[src/verilog/line_status_pkg.sv]
// Package for the per-channel line status and event flag block.
// Assumes eight channels on an 8-bit control port address space.
package line_status_pkg;
   localparam int NUM_CH = 8;
   // Per-channel spacing; low five address bits select the register
   localparam logic [7:0] CH_STRIDE = 8'h20;
   localparam logic [4:0] OFS_LINE_STATUS_A = 5'h14;
   localparam logic [4:0] OFS_LINE_STATUS_B = 5'h15;
   localparam logic [4:0] OFS_EVENT_FLAGS_A = 5'h16;
   localparam logic [4:0] OFS_EVENT_FLAGS_B = 5'h17;
   localparam logic [4:0] OFS_ERROR_COUNT_LOW = 5'h18;
   localparam logic [4:0] OFS_ERROR_COUNT_HIGH = 5'h19;
   // Field positions
   localparam int BIT_SIGNAL_LOSS = 0;
   localparam int BIT_TX_CLOCK_LOSS = 3;
   localparam int BIT_REMOTE_LOOP = 5;
   // Reset values
   localparam logic [7:0] RESET_FLAGS = 8'h00;
   localparam logic [7:0] RESET_RD_DATA = 8'h00;
   localparam logic [7:0] UNMAPPED_DATA = 8'h00;
   // Transmit clock must toggle within this many master clock cycles
   localparam int TX_LOSS_CYCLES = 70;
   localparam logic [6:0] TX_LOSS_LIMIT = 7'(TX_LOSS_CYCLES);
   localparam logic [6:0] TX_CNT_MAX = 7'h7F;
endpackage

[src/verilog/line_status_interrupt_flags.sv]
// Line status, sticky event flags and error counter readout, 8 channels.
// Assumes detectors run on sys_clk_i; the transmit clocks are async pins.
// Notes on behaviour
// - Status bit 0 reads live signal loss state, with no reset value of its own.
// - Edge select 0: signal loss event only on a rising status change.
// - Edge select 1: signal loss event on every status change.
// - Second status register bit 5 shows remote loop state, others zero.
// - All registers repeat per channel at a 0x20 stride from 0x14.
// - Reading the first flag register clears all its bits except those set again on the same edge.
// - Reading the second flag register clears it; irq_o drops only when no other unmasked flag remains.
// - First flags hold loop codes, sync, clock loss, driver, alarm, loss.
// - Second flags hold amplitude, jitter, error, zeros, cv, timer, counter.
// - Counter low byte register shows error count bits 7..0.
// - Transmit clock loss set after more than 70 cycles without a toggle.
// - Counter high byte register at the next address shows bits 15..8.
`timescale 1ns/10ps
module line_status_interrupt_flags
   import line_status_pkg::*;
(
   // Clock and reset
   input wire logic sys_clk_i,
   input wire logic sys_rst_i,
   // Control port
   input wire logic rd_strobe_i,
   input wire logic [7:0] addr_i,
   output logic [7:0] rd_data_o,
   output logic irq_o,
   // Per-channel detector levels (bits 6,5,4,2,1 of the first status)
   input wire logic [NUM_CH-1:0] signal_loss_state_i,
   input wire logic [NUM_CH-1:0][7:0] line_alarm_i,
   input wire logic [NUM_CH-1:0] remote_loop_state_i,
   input wire logic [NUM_CH-1:0] tx_clock_in_i,
   // Per-channel mask and edge select for the first flag register
   input wire logic [NUM_CH-1:0][7:0] event_mask_a_i,
   input wire logic [NUM_CH-1:0][7:0] edge_select_a_i,
   // Per-channel event pulses and mask for the second flag register
   input wire logic [NUM_CH-1:0][7:0] event_pulse_b_i,
   input wire logic [NUM_CH-1:0][7:0] event_mask_b_i,
   // Per-channel error counters
   input wire logic [NUM_CH-1:0][15:0] error_count_i
);

   logic [7:0] status_a [NUM_CH];
   logic [7:0] prev_a [NUM_CH];
   logic [7:0] next_prev_a [NUM_CH];
   logic [7:0] flags_a [NUM_CH];
   logic [7:0] next_flags_a [NUM_CH];
   logic [7:0] flags_b [NUM_CH];
   logic [7:0] next_flags_b [NUM_CH];
   logic [7:0] set_a [NUM_CH];
   logic [NUM_CH-1:0] tx_sync1;
   logic [NUM_CH-1:0] tx_sync2;
   logic [NUM_CH-1:0] tx_prev;
   logic [NUM_CH-1:0] tx_loss;
   logic [NUM_CH-1:0] next_tx_loss;
   logic [6:0] tx_cnt [NUM_CH];
   logic [6:0] next_tx_cnt [NUM_CH];
   logic [NUM_CH-1:0] clr_a;
   logic [NUM_CH-1:0] clr_b;
   logic [2:0] sel_ch;
   logic [4:0] sel_ofs;
   logic [7:0] next_rd_data;
   logic next_irq;
   logic flag_seen;

   // Address split: channel in the top bits, register in the low bits
   assign sel_ch = addr_i[7:5];
   assign sel_ofs = addr_i[4:0];

   genvar c;
   generate
      for (c = 0; c < NUM_CH; c++) begin : g_ch
         // Live status assembly
         assign status_a[c] = {1'b0, line_alarm_i[c][6:4], tx_loss[c],
            line_alarm_i[c][2:1], signal_loss_state_i[c]};

         // Clearing reads addressed to this channel
         assign clr_a[c] = rd_strobe_i && (sel_ch == 3'(c))
            && (sel_ofs == OFS_EVENT_FLAGS_A);
         assign clr_b[c] = rd_strobe_i && (sel_ch == 3'(c))
            && (sel_ofs == OFS_EVENT_FLAGS_B);

         // Event per bit: rising edge, or any change where selected
         assign set_a[c] =
            ((status_a[c] ^ prev_a[c]) & edge_select_a_i[c])
            | (status_a[c] & ~prev_a[c] & ~edge_select_a_i[c]);

         // Next flags, idle-time counter and history
         always_comb begin
            next_prev_a[c] = status_a[c];
            // Set beats a same-cycle clearing read
            next_flags_a[c] = (flags_a[c] & ~{8{clr_a[c]}})
               | set_a[c];
            next_flags_b[c] = (flags_b[c] & ~{8{clr_b[c]}})
               | event_pulse_b_i[c];
            if (tx_sync2[c] != tx_prev[c]) begin
               next_tx_cnt[c] = 7'h00;
            end else if (tx_cnt[c] != TX_CNT_MAX) begin
               next_tx_cnt[c] = tx_cnt[c] + 7'h01;
            end else begin
               next_tx_cnt[c] = tx_cnt[c];
            end
            next_tx_loss[c] = (next_tx_cnt[c] > TX_LOSS_LIMIT);
         end

         // Registers of the channel
         always_ff @(posedge sys_clk_i or posedge sys_rst_i) begin
            if (sys_rst_i) begin
               prev_a[c] <= RESET_FLAGS;
               flags_a[c] <= RESET_FLAGS;
               flags_b[c] <= RESET_FLAGS;
               tx_sync1[c] <= 1'b0;
               tx_sync2[c] <= 1'b0;
               tx_prev[c] <= 1'b0;
               tx_cnt[c] <= 7'h00;
               tx_loss[c] <= 1'b0;
            end else begin
               prev_a[c] <= next_prev_a[c];
               flags_a[c] <= next_flags_a[c];
               flags_b[c] <= next_flags_b[c];
               tx_sync1[c] <= tx_clock_in_i[c];
               tx_sync2[c] <= tx_sync1[c];
               tx_prev[c] <= tx_sync2[c];
               tx_cnt[c] <= next_tx_cnt[c];
               tx_loss[c] <= next_tx_loss[c];
            end
         end

      end
   endgenerate

   // Read mux and interrupt request
   always_comb begin
      next_rd_data = rd_data_o;
      next_irq = 1'b0;
      for (int i = 0; i < NUM_CH; i++) begin
         if (((next_flags_a[i] & ~event_mask_a_i[i])
            | (next_flags_b[i] & ~event_mask_b_i[i])) != 8'h00) begin
            next_irq = 1'b1;
         end
      end
      if (rd_strobe_i) begin
         case (sel_ofs)
            OFS_LINE_STATUS_A: next_rd_data = status_a[sel_ch];
            OFS_LINE_STATUS_B: next_rd_data =
               {2'b00, remote_loop_state_i[sel_ch], 5'b00000};
            OFS_EVENT_FLAGS_A: next_rd_data = flags_a[sel_ch];
            OFS_EVENT_FLAGS_B: next_rd_data = flags_b[sel_ch];
            OFS_ERROR_COUNT_LOW:
               next_rd_data = error_count_i[sel_ch][7:0];
            OFS_ERROR_COUNT_HIGH:
               next_rd_data = error_count_i[sel_ch][15:8];
            default: next_rd_data = UNMAPPED_DATA;
         endcase
      end
   end

   // Port registers
   always_ff @(posedge sys_clk_i or posedge sys_rst_i) begin
      if (sys_rst_i) begin
         rd_data_o <= RESET_RD_DATA;
         irq_o <= 1'b0;
      end else begin
         rd_data_o <= next_rd_data;
         irq_o <= next_irq;
      end
   end

   // Any flag set in any channel, watched by the request check
   always_comb begin
      flag_seen = 1'b0;
      for (int i = 0; i < NUM_CH; i++) begin
         flag_seen = flag_seen | (|flags_a[i]) | (|flags_b[i]);
      end
   end
endmodule

[config.mk]
export PLATFORM = sky130hd
export DESIGN_NAME = line_status_interrupt_flags
export DESIGN_NICKNAME = d
export VERILOG_FILES = /design/src/verilog/line_status_pkg.sv /design/src/verilog/line_status_interrupt_flags.sv
export SDC_FILE = /design/constraint.sdc
export NUM_CORES = 1
export LEC_CHECK = 0
export ABC_AREA = 0
export BUFFER_PORTS_ARGS = -buffer_cell sky130_fd_sc_hd__buf_2
export CAP_MARGIN = 20
export CORE_AREA = 2 2 192 194
export CTS_BUF_LIST = sky130_fd_sc_hd__clkbuf_8 sky130_fd_sc_hd__clkbuf_16
export DETAILED_ROUTE_END_ITERATION = 10
export DIE_AREA = 0 0 194 196
export PLACE_DENSITY = 0.75
export SETUP_SLACK_MARGIN = 0.05
export SLEW_MARGIN = 40
export SYNTH_ARGS = -nofsm -noshare
export SYNTH_HDL_FRONTEND = slang
export SYNTH_SLANG_ARGS = --single-unit
export TNS_END_PERCENT = 20
[constraint.sdc]
create_clock -name sys_clk_i -period 28.2 [get_ports sys_clk_i]
set_input_delay 5.64 -clock sys_clk_i [delete_from_list [all_inputs] [get_ports sys_clk_i]]
set_output_delay 5.64 -clock sys_clk_i [all_outputs]
set_load 0.01 [all_outputs]
==> results.json, run 1 <==
{
  "status": "finished clean",
  "fillers": 3188,
  "syn_area_um2": 15400,
  "cts-buffers-inserted": 31,
  "cts.hold.buffers_added": 0,
  "clkLatencyLatePin_ns": 0.59,
  "finalMaxSlewViolations": 0,
  "synth-seq-area-share_pct": 45.5,
  "worstPathRequired_ns": 28.65,
  "synth_top_area_share_pct": 45.5,
  "initial_core_util_pct": 42.8,
  "synth_area_per_cell_um2": 10.9,
  "cts-root-buf": "clkbuf_16",
  "synth_most_common_cell": "dfrtp_1",
  "grt_antenna_before_repair": 28,
  "cts_sinks": 281,
  "design.die.area_um2": 38000,
  "period_minus_slack_ns": 8.81,
  "clock_path_buffers": 3,
  "fin_skew_ns": 0.0234,
  "ant_nets": 0,
  "post-route-period-util_pct": 31.2,
  "grt_pass1_wl_um": 89600,
  "syn_to_final_growth_pct": 25.2,
  "multiInputGateArea_um2": 7520,
  "cp-start-kind": "input port",
  "fmax_ghz": 0.114,
  "rsz0062_at_grt": "no",
  "drive_gt1_share_pct": 32.6,
  "clk_pin_slew_worst_paths_ns": 0.06,
  "die-width_um": 194,
  "fin_util_pct": 53.6,
  "ys_async_sr_fraction_pct": 100,
  "drcViolationCount": 0,
  "worstSetupEndpointType": "register",
  "cts_tree": "built",
  "yosys_warnings": 0,
  "top_level_ports": 492,
  "drt-pass1-iter-count": 7,
  "max_stage_delay_ns": 0.62,
  "yosysTopAreaCell": "dfrtp_1",
  "grt_use_total_pct": 32.2,
  "synth_enable_flop_cells": 0,
  "grt_max_degree": 155,
  "cts_setup_buffers": 0,
  "vias_per_cell": 5.80,
  "ys_ff_latch": 281,
  "worst_pin_slew_ns": 0.993,
  "dp_hpwl_um": 50100,
  "critPathSlowestCell": "nor2b_1",
  "crit_buf_inv": 1,
  "grt_pass1_vias": 14400,
  "vias": 13900,
  "ys.flop_type": "dfrtp_1",
  "wl_per_cell_um": 26.2,
  "arrival_ns": 9.26,
  "postSynthCellCount": 1421,
  "core_area_um2": 36100,
  "pre_cts_ws_ns": 18.94,
  "tns_ns": 0,
  "syn_nets": 1968,
  "cp_top_family": "simple AND/OR/NAND/NOR gates",
  "ir_drop_mv": 0.0466,
  "p_total_uw": 995,
  "die_h_um": 196,
  "hold_viol_final": 0,
  "synthTopCellsByArea": "dfrtp_1 46%, mux4_2 13%, ha_1 5.2%",
  "ctsHtreeMaxLevel": 1,
  "final-setup-viol-count": 0,
  "cp_cell_sequence": "buf_4 -> nor2b_1 -> nand3_1 -> a21boi_0 -> o22ai_1 -> nor4_1 -> nand4_1 -> or4_1",
  "yosysUniqueCellTypes": 62,
  "fin_nets": 2424,
  "hold_slack_ns": 0.346,
  "row_count": 70,
  "drt_iter0_markers": 1103,
  "layout_setup_ws_ns": 19.39,
  "gp_congestion": 0.978,
  "slew_headroom_pct": 33.2,
  "crit_fanout": 32,
  "portBuffers": 459,
  "grt.overflow.total": 0,
  "wl_um": 62600,
  "hold_path.class": "register to register",
  "drv_cap": 0,
  "path_class": "input port to register",
  "cts_resized": 0,
  "leakagePower_nw": 9.33,
  "p_per_area_nw_per_um2": 51.5,
  "yosys-top-cells-count": "281 x dfrtp_1, 184 x inv_1, 143 x nand2_1, 91 x mux4_2, 68 x nor2_1",
  "regArea_um2": 7030
}
kinds of logic after synthesis:
logic type | Yosys count | share of synthesized area [%]
AO/OA/AOI/OAI | 274 | 12.4
XOR/XNOR | 36 | 2.04
multiplexers | 130 | 15.8
adder cells (fa/ha/maj) | 64 | 5.18
AND/OR/NAND/NOR | 410 | 13.2
buffers and inverters | 226 | 5.86
flip-flops | 281 | 45.5
where the power goes:
group / leakage [nW] / total, mW / switching [mW] / internal, mW
registers: 3.11 / 0.424 / 0.00804 / 0.416
logic: 5.66 / 0.148 / 0.0833 / 0.0650
clock network: 0.554 / 0.423 / 0.177 / 0.247
total: 9.33 / 0.995 / 0.268 / 0.727
stage by stage:
step	instances	cell area, µm²
after global routing	2380	19300
final	2391	19300
after CTS	2369	19300
after floorplan	1421	15400
after global placement	2311	18200
after detailed placement	2311	18200
registers in the layout (all words and copies together) (netlist names), 8 cells and up:
register     cells
rd_data_o        8
next_prev_a      8
tx_sync1         8
flags_b         64
tx_prev          8
tx_cnt          56
flags_a         64
tx_sync2         8
prev_a          56
worst paths after layout:
| check | slack, ns | endpoint | cells after the start | from |
|---|---|---|---|---|
| setup / recovery | 19.39 | irq_o$_DFF_PP0_ | 8 | addr_i[6] |
| hold / removal | 0.35 | tx_sync2[0]$_DFF_PP0_ | 0 | tx_sync1[0]$_DFF_PP0_ |
| setup reg to reg | 25.32 | irq_o$_DFF_PP0_ | 9 | prev_a[61]$_DFF_PP0_ |
| hold reg to reg | 0.35 | tx_sync2[0]$_DFF_PP0_ | 0 | tx_sync1[0]$_DFF_PP0_ |
| max in group asynchronous | 21.73 | flags_a[61]$_DFF_PP0_ | 4 | sys_rst_i |
| min in group asynchronous | 5.12 | tx_prev[6]$_DFF_PP0_ | 2 | sys_rst_i |
cells in the final DEF (no fill, tap or decap), drive strengths merged, types with 5 or more instances in the layout:
cell type  netlist  layout
buf             26     465
dfrtp          281     281
inv            184     192
nand2          143     143
mux4            91      91
nor2            68      68
ha              64      64
o22ai           58      58
nand2b          42      42
nand3           41      41
clkbuf          16      38
mux2i           37      37
a21oi           36      36
a21o            34      34
nor2b           33      33
o21ai           28      28
xor2            23      23
nand4           22      22
diode            0      21
a31oi           16      16
nor3            13      13
xnor2           13      13
a22oi           13      13
and3            11      11
o21bai          10      10
nor4            10      10
a211o            9       9
a21boi           9       9
nand3b           8       8
clkinv           0       8
and2             6       6
a221oi           6       6
o2111a           6       6
o2111ai          6       6
a211oi           5       5
a22o             5       5
a311oi           5       5
metal layers:
layer  global-route usage (%)  wire (µm)
met1                     34.8      21600
met2                     55.8      30800
met3                     8.35       5320
met4                     21.9       4820
met5                        0        114
layout make-up:
| class | instances | area share, % |
|---|---|---|
| multi-input cells | 914 | 38.9 |
| flip-flops and latches | 281 | 36.4 |
| repair buffers | 465 | 12.3 |
| clock buffers | 38 | 4.51 |
| inverters | 184 | 3.64 |
| well taps | 468 | 3.03 |
| clock inverters | 20 | 1.01 |
| diodes | 21 | 0.272 |
No activity file was read; power rests on OpenSTA's default activity.
==> inputs of run 2 (changes only) <==
==> constraint.sdc (replaced) <==
create_clock -name sys_clk_i -period 8.8 [get_ports sys_clk_i]
set_input_delay 1.76 -clock sys_clk_i [delete_from_list [all_inputs] [get_ports sys_clk_i]]
set_output_delay 1.76 -clock sys_clk_i [all_outputs]
set_load 0.01 [all_outputs]
==> results.json, run 2 (same netlist as run 1, synthesis figures left out) <==
{
  "row_count": 70,
  "drv_cap": 0,
  "p_total_mw": 3.13,
  "status": "finished clean",
  "cts-buffers-inserted": 31,
  "max_stage_delay_ns": 0.76,
  "largestRegisters": "flags_a (64), flags_b (64)",
  "fillers": 3217,
  "grt_max_degree": 77,
  "pre_cts_ws_ns": 3.32,
  "fin_nets": 2427,
  "post-route-period-util_pct": 56.3,
  "wl_um": 62000,
  "cts.hold.buffers_added": 0,
  "grt_pass1_wl_um": 88700,
  "period_minus_slack_ns": 4.96,
  "die_h_um": 196,
  "slew_headroom_pct": 41.7,
  "ff2ff_path_depth": 9,
  "hold_depth": 0,
  "drive_gt1_share_pct": 32.7,
  "worstPathRequired_ns": 9.25,
  "sw_frac_of_total_pct": 26.7,
  "cp-start-kind": "input port",
  "grt.overflow.total": 0,
  "top_level_ports": 492,
  "drt-pass1-iter-count": 5,
  "stdcell_count": 2387,
  "final-setup-viol-count": 0,
  "cp_common_cell": "buf_4",
  "clkLatencyLatePin_ns": 0.59,
  "layout_setup_ws_ns": 3.84,
  "hold_path.class": "register to register",
  "drt_iter0_markers": 942,
  "cts_resized": 0,
  "finalMaxSlewViolations": 0,
  "comb_power_share_pct": 15.1,
  "clock_path_buffers": 3,
  "critPathSlowestCell": "buf_4",
  "cp_cell_sequence": "buf_4 -> buf_4 -> and2_1 -> nand3_1 -> a21oi_1 -> o22ai_1 -> a221o_1 -> nand4b_1 -> or4_1",
  "initial_core_util_pct": 42.8,
  "rsz0062_at_grt": "no",
  "ant_nets": 0,
  "p_per_area_nw_per_um2": 162,
  "intPower_mw": 2.30,
  "vias_per_cell": 5.82,
  "clockPowerShare_pct": 41.5,
  "drcViolationCount": 0,
  "seq_power_share_pct": 43.3,
  "ir_drop_mv": 0.168,
  "worstSetupEndpointType": "register",
  "grt_antenna_before_repair": 31,
  "vias": 13900,
  "final_common_cell": "buf_2",
  "design.die.area_um2": 38000,
  "fmax_ghz": 0.202,
  "final_cell_mix": "457 x buf_2, 281 x dfrtp_1, 188 x inv_1",
  "fin_util_pct": 53.4,
  "crit_fanout": 60,
  "cts_tree": "built",
  "arrival_ns": 5.40,
  "core_area_um2": 36100,
  "cts_setup_buffers": 0,
  "hold_viol_final": 0,
  "cts_sinks": 281,
  "fin_skew_ns": 0.0302,
  "tns_ns": 0,
  "gp_congestion": 0.993,
  "syn_to_final_growth_pct": 24.8,
  "die-width_um": 194,
  "grt_use_total_pct": 31.9,
  "clk_pin_slew_worst_paths_ns": 0.06,
  "wl_per_cell_um": 26.0,
  "cts-root-buf": "clkbuf_16",
  "worst_pin_slew_ns": 0.875,
  "switchingPower_uw": 837,
  "leakagePower_nw": 9.29,
  "ctsHtreeMaxLevel": 1,
  "portBuffers": 459,
  "placedCellCount": 2315,
  "path_class": "input port to register",
  "dp_hpwl_um": 50900,
  "grt_pass1_vias": 14200
}
run 2: cell types whose count changed in the layout (fill, tap and decap cells not counted), sizes merged:
cell	before	now
buf	465	468
diode	21	18
inv	192	189
clkinv	8	6
clkinvlp	1	3
bufinv	3	2
run 2: stage by stage:
stage          area [µm²]  hold WS, ns
2_1_floorplan       15500        0.331
3_3_place_gp        18200        0.332
3_5_place_dp        18200        0.335
4_1_cts             19200        0.348
5_1_grt             19300        0.351
6_report            19300        0.347
run 2: critical path, delay by kind of cell:
kind            cells  cell delay (ns)
compound gates      3             0.93
simple gates        4             1.55
buf+inv             2             1.12
run 2: final cells by class:
type                       instances  area [µm²]  area share [%]
timing repair buffer             468        2390            12.4
antenna                           18        45.0           0.234
inverter                         184         694            3.60
clock buffer                      38         872            4.52
tap                              468         586            3.04
sequential                       281        7030            36.5
multi-input combinational        914        7510            39.0
clock inverter                    16         144           0.746
run 2: final timing paths:
| check | from | endpoint | slack, ns |
|---|---|---|---|
| max | addr_i[6] | irq_o$_DFF_PP0_ | 3.84 |
| min | tx_sync1[0]$_DFF_PP0_ | tx_sync2[0]$_DFF_PP0_ | 0.35 |
| max reg2reg | prev_a[61]$_DFF_PP0_ | irq_o$_DFF_PP0_ | 5.72 |
| min reg2reg | tx_sync1[0]$_DFF_PP0_ | tx_sync2[0]$_DFF_PP0_ | 0.35 |
| max in group asynchronous | sys_rst_i | flags_b[23]$_DFF_PP0_ | 6.25 |
| min in group asynchronous | sys_rst_i | tx_prev[6]$_DFF_PP0_ | 1.36 |
run 2: power by group through the flow:
stage               registers (mW)  clock network (mW)  logic, mW
floorplan                     1.38                   0      0.239
global placement              1.38                   0      0.457
detailed placement            1.38                   0      0.470
CTS                           1.36                1.31      0.472
global route                  1.36                1.36      0.510
finish                        1.36                1.30      0.474
run 2: per-layer routing:
layer | global-route usage [%] | vias to the layer above | share of wire, %
met5 | 0 | - | 0.27
met4 | 19.9 | 24 | 7.5
met3 | 7.74 | 212 | 8.4
met2 | 56.7 | 740 | 50
met1 | 34.1 | 6851 | 33
li1 | - | 6056 | -
